File: config.mk
export PLATFORM = sky130hd
export DESIGN_NAME = prioritized_vector_interrupt
export DESIGN_NICKNAME = d
export VERILOG_FILES = /design/src/rtl/irq_pkg.sv /design/src/rtl/prioritized_vector_interrupt.sv /design/src/rtl/irq_prio_pick.sv
export SDC_FILE = /design/constraint.sdc
export NUM_CORES = 1
export LEC_CHECK = 0
export ABC_CLOCK_PERIOD_IN_PS = 4440
export BUFFER_PORTS_ARGS = -buffer_cell sky130_fd_sc_hd__buf_2
export CORE_UTILIZATION = 50
export DETAILED_ROUTE_END_ITERATION = 8
export PLACE_DENSITY_LB_ADDON = 0.15
export SETUP_SLACK_MARGIN = 0.05
export SYNTH_ARGS = -nofsm -noshare
export SYNTH_HDL_FRONTEND = slang
export SYNTH_SLANG_ARGS = --single-unit
File: constraint.sdc
create_clock -name core_clk_i -period 4.44 [get_ports core_clk_i]
set_input_delay 0.222 -clock core_clk_i [delete_from_list [all_inputs] [get_ports core_clk_i]]
set_output_delay 0.222 -clock core_clk_i [all_outputs]
set_load 0.005 [all_outputs]
File: src/rtl/irq_pkg.sv
// Purpose: Shared constants for the prioritized vectored interrupt block.
// Assumes: One core clock, synchronous active-high reset.
// Notes:   Register offsets and bit layouts of the software port live here.
package irq_pkg;

   localparam int unsigned NUM_SRC     = 16;
   localparam int unsigned NUM_MASK    = 14;
   localparam int unsigned ADDR_W      = 4;
   localparam int unsigned DATA_W      = 8;
   localparam int unsigned VEC_W       = 8;
   localparam int unsigned RANK_W      = 4;

   // Source ranks (index equals priority rank).
   localparam int unsigned SRC_RESET   = 0;
   localparam int unsigned SRC_WDOG    = 1;
   localparam int unsigned SRC_FIRST_M = 2;

   // Register offsets on the software port.
   localparam logic [ADDR_W-1:0] OFS_STAT_A  = 4'h0;
   localparam logic [ADDR_W-1:0] OFS_STAT_B  = 4'h1;
   localparam logic [ADDR_W-1:0] OFS_STAT_C  = 4'h2;
   localparam logic [ADDR_W-1:0] OFS_MASK_A  = 4'h3;
   localparam logic [ADDR_W-1:0] OFS_MASK_B  = 4'h4;
   localparam logic [ADDR_W-1:0] OFS_CLR_A   = 4'h5;
   localparam logic [ADDR_W-1:0] OFS_CLR_B   = 4'h6;
   localparam logic [ADDR_W-1:0] OFS_CLR_C   = 4'h7;
   localparam logic [ADDR_W-1:0] OFS_CTRL    = 4'h8;
   localparam logic [ADDR_W-1:0] OFS_VECTOR  = 4'h9;

   // Control register layout.
   localparam int unsigned CTRL_GIE_BIT  = 0;
   localparam int unsigned CTRL_WDOG_BIT = 1;

   // Reset values.
   localparam logic [DATA_W-1:0] MASK_RST   = 8'h00;
   localparam logic              WDOG_EN_RST = 1'b0;
   localparam logic [DATA_W-1:0] ZERO_BYTE  = 8'h00;

   // Index of the input-change flag inside status register c.
   localparam int unsigned ICF_BIT = 7;

   // Vector table, indexed by rank.
   localparam logic [VEC_W-1:0] VECTOR_TABLE [NUM_SRC] = '{
      8'h00, 8'h03, 8'h06, 8'h09, 8'h0F, 8'h12, 8'h15, 8'h18,
      8'h1B, 8'h21, 8'h24, 8'h27, 8'h2A, 8'h30, 8'h33, 8'h36};

   typedef enum logic [2:0] {
      ST_RUN     = 3'b001,
      ST_VECTOR  = 3'b010,
      ST_SERVICE = 3'b100
   } irq_state_t;

endpackage

File: src/rtl/prioritized_vector_interrupt.sv
// Purpose: Prioritized vectored interrupt controller for an 8-bit core.
// Assumes: Sources give one-cycle event pulses synchronous to core_clk_i.
// Notes:   Software port: address, write data, strobes, read data next cycle.
`timescale 1ns/1ps
// Function
// Fifteen sources: nine external, six internal.
// Fixed vector per source, rank 0 highest.
// Maskable needs global and own enable; watchdog own.
// Each request recorded in flag, three registers.
// Two mask registers enable sources individually.
// Enable instruction sets, disable instruction clears global.
// Enabled interrupt redirects fetch to its vector.
// Service routine clears flag before return.
// Third status flags set regardless of enables.
// Return instruction ends service, sets global enable.
// Lowest rank wins among simultaneous requests.
module prioritized_vector_interrupt (
   input  wire logic                            core_clk_i,
   input  wire logic                            rst_i,
   input  wire logic [irq_pkg::NUM_SRC-1:0]     event_i,
   input  wire logic                            global_irq_on_instr_i,
   input  wire logic                            global_irq_off_instr_i,
   input  wire logic                            return_from_isr_instr_i,
   input  wire logic                            fetch_ack_i,
   input  wire logic [irq_pkg::ADDR_W-1:0]      reg_addr_i,
   input  wire logic [irq_pkg::DATA_W-1:0]      reg_wdata_i,
   input  wire logic                            reg_wr_i,
   input  wire logic                            reg_rd_i,
   output logic      [irq_pkg::DATA_W-1:0]      reg_rdata_o,
   output logic                                 vector_fetch_o,
   output logic      [irq_pkg::VEC_W-1:0]       vector_addr_o,
   output logic                                 irq_o,
   output logic                                 global_en_o
);

   logic [irq_pkg::NUM_SRC-1:0]  flag_q;
   logic [irq_pkg::NUM_SRC-1:0]  clr_mask;
   logic [irq_pkg::NUM_SRC-1:0]  mask_vec;
   logic [irq_pkg::NUM_SRC-1:0]  enabled_req;
   logic [irq_pkg::DATA_W-1:0]   mask_a_q;
   logic [irq_pkg::DATA_W-1:0]   mask_b_q;
   logic                         gie_q;
   logic                         wdog_en_q;
   irq_pkg::irq_state_t          state_q;
   logic                         pick_any;
   logic [irq_pkg::RANK_W-1:0]   pick_rank;
   logic [irq_pkg::VEC_W-1:0]    pick_vec;

   // True when the write strobe targets the given offset.
   function automatic logic wr_hit(input logic [irq_pkg::ADDR_W-1:0] a,
                                   input logic [irq_pkg::ADDR_W-1:0] ofs,
                                   input logic wr);
      return wr && (a == ofs);
   endfunction

   // Clear strobes: status a holds ranks 0..7, b ranks 8..15.
   // Status c mirrors the peripheral flags of ranks 8..14 and reads zero at the
   // input-change flag position, sharing storage with b.
   always_comb begin
      clr_mask = '0;
      if (wr_hit(reg_addr_i, irq_pkg::OFS_CLR_A, reg_wr_i)) begin
         clr_mask[7:0] = reg_wdata_i;
      end else if (wr_hit(reg_addr_i, irq_pkg::OFS_CLR_B, reg_wr_i)) begin
         clr_mask[15:8] = reg_wdata_i;
      end else if (wr_hit(reg_addr_i, irq_pkg::OFS_CLR_C, reg_wr_i)) begin
         clr_mask[15:8] = reg_wdata_i;
      end
   end

   // Sticky flags; a new event wins over a clear in the same cycle.
   // The reset source is not latched: reset itself restarts at vector 0.
   always_ff @(posedge core_clk_i) begin
      if (rst_i) begin
         flag_q <= '0;
      end else begin
         flag_q <= ((flag_q & ~clr_mask) | event_i)
                   & ~irq_pkg::NUM_SRC'(1);
      end
   end

   // Mask registers; bit n of a maps to rank n+2, b to ranks 10..15.
   always_ff @(posedge core_clk_i) begin
      if (rst_i) begin
         mask_a_q <= irq_pkg::MASK_RST;
         mask_b_q <= irq_pkg::MASK_RST;
      end else begin
         if (wr_hit(reg_addr_i, irq_pkg::OFS_MASK_A, reg_wr_i)) begin
            mask_a_q <= reg_wdata_i;
         end
         if (wr_hit(reg_addr_i, irq_pkg::OFS_MASK_B, reg_wr_i)) begin
            mask_b_q <= reg_wdata_i;
         end
      end
   end

   // Watchdog enable is a control bit of its own.
   always_ff @(posedge core_clk_i) begin
      if (rst_i) begin
         wdog_en_q <= irq_pkg::WDOG_EN_RST;
      end else if (wr_hit(reg_addr_i, irq_pkg::OFS_CTRL, reg_wr_i)) begin
         wdog_en_q <= reg_wdata_i[irq_pkg::CTRL_WDOG_BIT];
      end
   end

   // Global enable: set by enable or return, cleared by disable and by
   // taking an interrupt so the handler is not re-entered.
   always_ff @(posedge core_clk_i) begin
      if (rst_i) begin
         gie_q <= 1'b0;
      end else if (global_irq_on_instr_i || return_from_isr_instr_i) begin
         gie_q <= 1'b1;
      end else if (global_irq_off_instr_i) begin
         gie_q <= 1'b0;
      end else if (state_q == irq_pkg::ST_VECTOR && fetch_ack_i) begin
         gie_q <= 1'b0;
      end else if (wr_hit(reg_addr_i, irq_pkg::OFS_CTRL, reg_wr_i)) begin
         gie_q <= reg_wdata_i[irq_pkg::CTRL_GIE_BIT];
      end
   end

   // Enable vector per rank.
   always_comb begin
      mask_vec = '0;
      mask_vec[irq_pkg::SRC_WDOG] = wdog_en_q;
      mask_vec[9:2]   = mask_a_q & {irq_pkg::DATA_W{gie_q}};
      mask_vec[15:10] = mask_b_q[5:0] & {6{gie_q}};
      enabled_req = flag_q & mask_vec;
   end

   irq_prio_pick u_pick (
      .core_clk_i (core_clk_i),
      .rst_i      (rst_i),
      .req_i      (enabled_req),
      .any_o      (pick_any),
      .rank_o     (pick_rank),
      .vector_o   (pick_vec)
   );

   // Redirect sequencer: raise fetch with vector until the core accepts.
   always_ff @(posedge core_clk_i) begin
      if (rst_i) begin
         state_q        <= irq_pkg::ST_RUN;
         vector_fetch_o <= 1'b0;
         vector_addr_o  <= '0;
      end else begin
         case (state_q)
            irq_pkg::ST_RUN: begin
               if (pick_any && (|enabled_req)) begin
                  state_q        <= irq_pkg::ST_VECTOR;
                  vector_fetch_o <= 1'b1;
                  vector_addr_o  <= pick_vec;
               end
            end
            irq_pkg::ST_VECTOR: begin
               if (fetch_ack_i) begin
                  state_q        <= irq_pkg::ST_SERVICE;
                  vector_fetch_o <= 1'b0;
               end
            end
            irq_pkg::ST_SERVICE: begin
               if (return_from_isr_instr_i) begin
                  state_q <= irq_pkg::ST_RUN;
               end
            end
            default: begin
               state_q        <= irq_pkg::ST_RUN;
               vector_fetch_o <= 1'b0;
            end
         endcase
      end
   end

   // Level interrupt and global enable view, both registered.
   always_ff @(posedge core_clk_i) begin
      if (rst_i) begin
         irq_o       <= 1'b0;
         global_en_o <= 1'b0;
      end else begin
         irq_o       <= |enabled_req;
         global_en_o <= gie_q;
      end
   end

   // Read data appear the cycle after the read strobe; unmapped read zero.
   always_ff @(posedge core_clk_i) begin
      if (rst_i) begin
         reg_rdata_o <= irq_pkg::ZERO_BYTE;
      end else if (reg_rd_i) begin
         if (reg_addr_i == irq_pkg::OFS_STAT_A) begin
            reg_rdata_o <= flag_q[7:0];
         end else if (reg_addr_i == irq_pkg::OFS_STAT_B) begin
            reg_rdata_o <= flag_q[15:8];
         end else if (reg_addr_i == irq_pkg::OFS_STAT_C) begin
            reg_rdata_o <= {1'b0, flag_q[14:8]};
         end else if (reg_addr_i == irq_pkg::OFS_MASK_A) begin
            reg_rdata_o <= mask_a_q;
         end else if (reg_addr_i == irq_pkg::OFS_MASK_B) begin
            reg_rdata_o <= mask_b_q;
         end else if (reg_addr_i == irq_pkg::OFS_CTRL) begin
            reg_rdata_o <= {6'h00, wdog_en_q, gie_q};
         end else if (reg_addr_i == irq_pkg::OFS_VECTOR) begin
            reg_rdata_o <= {4'h0, pick_rank};
         end else begin
            reg_rdata_o <= irq_pkg::ZERO_BYTE;
         end
      end
   end

endmodule

File: src/rtl/irq_prio_pick.sv
// Purpose: Picks the lowest-ranked asserted request and its vector.
// Assumes: Request bit index equals priority rank.
// Notes:   Outputs are registered, giving one cycle of latency.
`timescale 1ns/1ps
module irq_prio_pick (
   input  wire logic                                core_clk_i,
   input  wire logic                                rst_i,
   input  wire logic [irq_pkg::NUM_SRC-1:0]         req_i,
   output logic                                     any_o,
   output logic      [irq_pkg::RANK_W-1:0]          rank_o,
   output logic      [irq_pkg::VEC_W-1:0]           vector_o
);

   // Returns the lowest index with a set bit.
   function automatic logic [irq_pkg::RANK_W-1:0] first_set(
      input logic [irq_pkg::NUM_SRC-1:0] v);
      logic [irq_pkg::RANK_W-1:0] r;
      r = '0;
      for (int i = irq_pkg::NUM_SRC - 1; i >= 0; i--) begin
         if (v[i]) begin
            r = irq_pkg::RANK_W'(i);
         end
      end
      return r;
   endfunction

   // Registers the winner so the vector comes straight from a flip-flop.
   always_ff @(posedge core_clk_i) begin
      if (rst_i) begin
         any_o    <= 1'b0;
         rank_o   <= '0;
         vector_o <= '0;
      end else begin
         any_o    <= |req_i;
         rank_o   <= first_set(req_i);
         vector_o <= irq_pkg::VECTOR_TABLE[first_set(req_i)];
      end
   end

endmodule

======== Yosys cells after proc, flatten, opt, wreduce, memory -nomap -nowiden ========
Memories as Yosys holds them, arrays and structs flattened. A register that Yosys moved wholly into a read port is not among the register bits.
Index checks and enable logic that the tools add are counted.
operators by class
  equal/unequal tests ..................... 15
  reductions and logical operators ........ 15
  mux-type cells .......................... 39
  bitwise gates (word level) .............. 8
operators with widths
  cell                                                                   number
  4-bit 2-to-1 mux                                                       19
  8-bit 2-to-1 mux                                                       9
  16-bit bitwise AND                                                     2
  4-bit by 3-bit equality test with 1-bit output, second input constant  4
  16-bit inverter                                                        1
  16-bit bitwise OR                                                      1
  16-bit OR reduction                                                    1
  3-bit 2-to-1 mux                                                       3
  3-bit one-hot mux with 3 select lines                                  1
  8-bit bitwise AND                                                      1
  4-bit by 2-bit equality test with 1-bit output, second input constant  2
  4-bit equality test, second input constant                             2
  1-bit logical AND                                                      8
  6-bit bitwise AND                                                      1
  1-bit 2-to-1 mux                                                       6
  2-bit != test, second input constant                                   3
  3-bit AND reduction                                                    2
  4-bit inverter with 5-bit output                                       1
  4-bit by 1-bit equality test with 1-bit output, second input constant  1
  4-bit logical NOT                                                      1
  4-bit nonzero test                                                     1
  3-bit by 1-bit equality test with 1-bit output, second input constant  1
  3-bit by 2-bit equality test with 1-bit output, second input constant  1
  3-bit equality test, second input constant                             1
  4 further kinds                                                        4
word-level totals
  register bits after elaboration ......... 60
  input port bits ......................... 36
  memories kept ........................... 1
  logic and storage cells ................. 91
  output and inout bits ................... 19
  memory bits (read-only) ................. 128
memories
  name              depth  width  rd ports  clocked after Yosys merged registers in  wr ports  RTL line             text
  (name not given)  16     8      1         1                                        0         irq_prio_pick.sv:36  vector_o <= irq_pkg::VECTOR_TABLE[first_set(req_i)];

======== Depth between registers and ports, before layout ========
  depth after elaboration ................. 20
  mapped depth ............................ 10
  gate-level depth less buffers ........... 10

======== Hierarchy ========
Synthesis repeated with hierarchy kept, for this count alone.
second synthesis, totals
  cell total of the unflattened synthesis .. 407
  area total of the unflattened synthesis .. 3525.9 um^2
modules (own cells, without submodules)
  module                        times used  sequential area each (um^2)  cells each  area an instance (um^2)
  prioritized_vector_interrupt  1           1101.1                       321         2736.4
  irq_prio_pick                 1           220.2                        86          789.5

======== Worst setup path before layout ========
No wires, ideal clock.
  path type ............................... reg2reg
  from .................................... reg flag_q[14] (netlist bit)
  to ...................................... reg u_pick.vector_o[1] (netlist bit)
  period minus slack after synthesis ...... 2221 ps
  library setup time ...................... 86 ps
  stages on the path, launching flop included .. 11
  path buffers ............................ 0
  required time ........................... 4354 ps
  arrival time ............................ 2135 ps
  slack ................................... 2219 ps
  cells stage by stage .................... dfxtp_1 nand2_1 a32o_1 a221o_1 a221oi_2 inv_1 ha_1 nor2_1 a21oi_1 nor2_1 a211oi_1
on the way
  longest elaborated chain between the ends .. 18
RTL lines
  element                                                 RTL line                             text
  from (decl)                                             prioritized_vector_interrupt.sv:36   logic [irq_pkg::NUM_SRC-1:0] flag_q;
  from (signal assigned)                                  prioritized_vector_interrupt.sv:76   flag_q <= ((flag_q & ~clr_mask) | event_i)
  16-bit bitwise AND                                      prioritized_vector_interrupt.sv:127  enabled_req = flag_q & mask_vec;
  4-bit 2-to-1 mux (7 in series)                          irq_prio_pick.sv:20                  if (v[i]) begin
  4-bit 2-to-1 mux (4 in series)                          -
  4-bit 2-to-1 mux                                        irq_prio_pick.sv:20
  4-bit 2-to-1 mux (3 in series)                          -
  4-bit 2-to-1 mux                                        irq_prio_pick.sv:29                  if (rst_i) begin
  4-bit inverter with 5-bit output (not written as such)  irq_prio_pick.sv:36
  to (decl)                                               irq_prio_pick.sv:11                  output logic [irq_pkg::VEC_W-1:0] vector_o
No other way between the ends. The select of a mux whose other input is x is not followed.
A chain may end at the register's enable or synchronous reset.

======== Worst setup path after layout ========
  from .................................... reg gie_q
  to ...................................... reg vector_addr_o[1] (netlist bit)
on the way
  longest elaborated chain between the ends .. 5
  elaborated cells between the ends (all ways) .. 6
  those cells by class .................... bitwise (3); reduce/logical (3)
RTL lines
  element                                                 RTL line                                                                  text
  from (decl)                                             prioritized_vector_interrupt.sv:42                                        logic gie_q;
  from (signal assigned)                                  prioritized_vector_interrupt.sv:117                                       gie_q <= reg_wdata_i[irq_pkg::CTRL_GIE_BIT];
  8-bit bitwise AND or 6-bit bitwise AND (tied branches)  prioritized_vector_interrupt.sv:125, prioritized_vector_interrupt.sv:126
  16-bit bitwise AND (*)                                  prioritized_vector_interrupt.sv:127
  16-bit OR reduction (*)                                 prioritized_vector_interrupt.sv:148                                       if (pick_any && (|enabled_req)) begin
  1-bit logical AND (*)                                   prioritized_vector_interrupt.sv:148
  2-bit AND reduction (no source line) (*)                -
  to (signal assigned)                                    prioritized_vector_interrupt.sv:151                                       vector_addr_o <= pick_vec;
  to (decl)                                               prioritized_vector_interrupt.sv:31                                        output logic [irq_pkg::VEC_W-1:0] vector_addr_o,
Every way passes the cells marked *; elsewhere a longest branch is shown, timed or not.

==> tab_implementation.tex <==
\begin{tabular}{lr}
\hline
Metric & Value \\
\hline
\multicolumn{2}{l}{\textbf{Run status}} \\
Run status & complete, no violations \\
\multicolumn{2}{l}{\textbf{Clock tree}} \\
TritonCTS Buffers & 9 \\
Quantity of hold-fixing buffers added after cts & 0 \\
CTS H-Tree Depth & 3 \\
Clock transition at the register clock pins on the worst setup and hold paths after CTS & 0.06 ns \\
CTS tree & done \\
Root Buffer Master & sky130\_fd\_sc\_hd\_\_clkbuf\_8 \\
Number of gates given a new drive strength after cts & 0 \\
Number of setup buffers added after CTS & 0 \\
Clk\_lat worst skew & between 0.3 and 0.4 ns \\
Clock net sink count & 63 \\
Clock Path Buffers & 2 \\
\multicolumn{2}{l}{\textbf{Detailed routing}} \\
1st-pass router iterations & 4 \\
Starting DRT DRC Count & 88 \\
Number of remaining DRC errors & 0 \\
Via total after detailed routing & between 2000 and 3000 \\
Routed WL per cell & 15.01 um \\
WL final & around 7.4 mm \\
Post-route ant nets & 0 \\
Ratio of routed vias to standard cells & between 5 and 6 \\
\multicolumn{2}{l}{\textbf{Final layout}} \\
ANT cells & 0 \\
P\&R area growth vs syn & 12.97\% \\
Nets@finish & 456 \\
Share of post-route cells with drive strength above 1 & 17.11\% \\
Commonest non-fill, non-tap cell in the layout & sky130\_fd\_sc\_hd\_\_nor2\_1 \\
Most used cells in the layout excluding fill and tap cells & 67 x sky130\_fd\_sc\_hd\_\_nor2\_1, 63 x sky130\_fd\_sc\_hd\_\_dfxtp\_1, 51 x sky130\_fd\_sc\_hd\_\_buf\_2 \\
Count of filler cells inserted in the layout & 592 \\
\multicolumn{2}{l}{\textbf{Die}} \\
Cell Rows & 28 \\
Vertical die dimension & around 81 um \\
Top-level I/O count & 55 \\
Initial Utilization & between 50\% and 60\% \\
Die width & slightly above 80 um \\
Core area & between 5000 and 6000 um\^{}2 \\
Overall die area & between 6000 and 7000 um\^{}2 \\
\multicolumn{2}{l}{\textbf{Logic synthesis}} \\
Mapped Avg Cell Area & 8.391 um\^{}2 \\
Flip-flop and latch count after synthesis & 63 \\
Top flip-flop cell by instance count after synthesis & sky130\_fd\_sc\_hd\_\_dfxtp\_1 \\
Synthesized-area fraction occupied by ao, oa, aoi and oai cells & 21.76\% \\
Synthesized instance count & between 300 and 400 \\
Synth Area in XOR/XNOR & less than 1\% \\
Synthesized-area fraction occupied by adder cells & about 3.2\% \\
Mux cell area share after synthesis & $\sim$8.1\% \\
Yosys warning count & 0 \\
Largest family of logic cells by synthesized area & compound AO/OA/AOI/OAI gates \\
Share of flip-flops with an asynchronous set or reset after synthesis & 0\% \\
Distinct cells, synth & 51 \\
Count of flip-flops with a built-in enable after synthesis & 0 \\
Fraction of the mapped netlist area in simple logic gates & 21.60\% \\
Part of the Yosys area used for sequential elements & 40.84\% \\
Syn Std Cell Area & between 3000 and 4000 um\^{}2 \\
\multicolumn{2}{l}{\textbf{Setup path}} \\
Worst Setup Path Type & reg -> reg \\
Crit path launch & gie\_q \\
Kind of start point of the critical path & flip-flop \\
Data arrival time of the worst path & approximately 2.9 ns \\
Required time at the endpoint of the critical path & $\sim$4.6 ns \\
Top fanout value on the critical path & 11 \\
Reg-to-reg slack, setup & 1.76 ns \\
Endpoint class of the critical path & flip-flop \\
Worst reg2reg startpoint & gie\_q \\
Depth of the worst register-to-register path & 6 \\
\multicolumn{2}{l}{\textbf{STA}} \\
Unrepaired setup endpoints after global routing & false \\
Final hold slack & 0.09204 ns \\
Max-slew violation total from the final report & 0 \\
Final setup violating endpoints & 0 \\
Actual transition at the worst max-transition pin & about 1.1 ns \\
Period utilization & 60.46\% \\
Achievable frequency & roughly 0.37 GHz \\
Hold Vio Cnt, Final & 0 \\
Time the final worst path needs with I/O delays and setup & approximately 2.7 ns \\
Min setup slack post-route & between 1.5 and 2 ns \\
Sum Neg Setup Slack & 0 ns \\
Final clock skew & 0.006458 ns \\
Max-Slew Margin vs Limit & $\sim$26\% \\
\multicolumn{2}{l}{\textbf{Pwr}} \\
Leakage Power & about 1.5 nW \\
Worst voltage drop across the vdd grid & roughly 0.18 mV \\
Total Power Consumption & approximately 1.1 mW \\
Ratio of total power to cell area & 314.9 nW/um\^{}2 \\
\multicolumn{2}{l}{\textbf{Global route}} \\
Final global-route overflow total & 0 \\
Antenna violations before repair & 0 \\
Global-route wire length before repair & between 10 and 15 mm \\
Pin count of the biggest net entering global routing & 64 \\
Via count of the first global-routing pass & 2428 \\
Global Route Usage Sum & 24.77\% \\
\multicolumn{2}{l}{\textbf{Place}} \\
Detailed Place HPWL & $\sim$5.4 mm \\
Port Buffers & 51 \\
Global placement routability congestion & 0.9066 \\
Post-placement setup slack & $\sim$1.7 ns \\
\multicolumn{2}{l}{\textbf{Worst hold path}} \\
Cell depth of the worst min-delay path & 3 \\
Source of the worst hold timing path & event\_i[15] \\
Worst min-delay path category & in -> reg \\
\multicolumn{2}{l}{\textbf{Run}} \\
Max-capacitance violation count & 0 \\
\hline
\end{tabular}
state kept, by name, summed over array words and instances (netlist names):
signal,cells
gie_q,1
reg_rdata_o,8
mask_b_q,8
u_pick.vector_o,6
flag_q,15
u_pick.rank_o,4
global_en_o,1
state_q,3
vector_addr_o,6
wdog_en_q,1
vector_fetch_o,1
u_pick.any_o,1
mask_a_q,8
Yosys cell counts, types with 8 or more instances:
| master | instances | area share (%) |
|---|---|---|
| sky130_fd_sc_hd__nor3_1 | 8 | 1.3 |
| sky130_fd_sc_hd__dfxtp_1 | 63 | 41 |
| sky130_fd_sc_hd__clkbuf_1 | 9 | 1.1 |
| sky130_fd_sc_hd__ha_1 | 8 | 3.2 |
| sky130_fd_sc_hd__a21oi_1 | 42 | 6.8 |
| sky130_fd_sc_hd__nor2_1 | 67 | 8.1 |
| sky130_fd_sc_hd__nand2b_1 | 9 | 1.8 |
| sky130_fd_sc_hd__nand2_1 | 42 | 5.1 |
| sky130_fd_sc_hd__a211oi_1 | 9 | 2.2 |
| sky130_fd_sc_hd__mux2i_1 | 24 | 7.8 |
| sky130_fd_sc_hd__a22oi_1 | 8 | 1.9 |
report_power, final:
group	internal [mW]	switching (mW)	leakage (nW)
registers	0.584	0.0204	0.515
clock network	0.195	0.197	0.0761
logic	0.0421	0.0604	0.922
logic make-up after synthesis:
family                     after synthesis
adders and majority gates                8
AOI/OAI and AO/OA                       96
and+or+nand+nor                        148
xor gates and xnor gates                 1
DFF                                     63
other                                    1
buffers and inverters                   26
muxes                                   25
worst paths after layout:
| path | end |
|---|---|
| worst max register to register | vector_addr_o[1] |
| worst min-delay path | flag_q[15] |
| worst max-delay path | vector_addr_o[1] |
| worst min register to register | reg_rdata_o[6] |
critical path: stages, from the launching register on:
cell and delay [ns]:
sky130_fd_sc_hd__dfxtp_1 0.56, sky130_fd_sc_hd__inv_1 0.22, sky130_fd_sc_hd__a31oi_2 0.35, sky130_fd_sc_hd__nor3_1 0.15, sky130_fd_sc_hd__nor4b_2 0.92, sky130_fd_sc_hd__mux2i_1 0.28, sky130_fd_sc_hd__nor2_1 0.05
cell type report:
class | instances | area, um^2 | area share (%)
multi-input cells | 280 | 1707 | 48.92
clock inverters | 2 | 10.01 | 0.2869
repair buffers | 51 | 255.2 | 7.317
clock buffers | 12 | 135.1 | 3.874
flip-flops and latches | 63 | 1261 | 36.15
inverters | 7 | 26.28 | 0.7532
well taps | 75 | 93.84 | 2.690
through the flow:
| step | utilization (%) | cell area (um^2) | instances |
|---|---|---|---|
| final | 58.57 | 3488 | 490 |
| after floorplan | - | 3092 | 369 |
| after CTS | 58.57 | 3488 | 490 |
| after global routing | 58.57 | 3488 | 490 |
| after detailed placement | 56.13 | 3343 | 476 |
| after global placement | 56.13 | 3343 | 476 |
metal layers:
metal / vias up / wire (um) / GRT usage (%)
met5: - / 0 / 0
met4: 0 / 164 / 12.32
met3: 14 / 257 / 5.341
met2: 53 / 3332 / 37.80
met1: 1289 / 3598 / 32.62
li1: 1388 / - / -
Power figures use the tool's default switching activity.
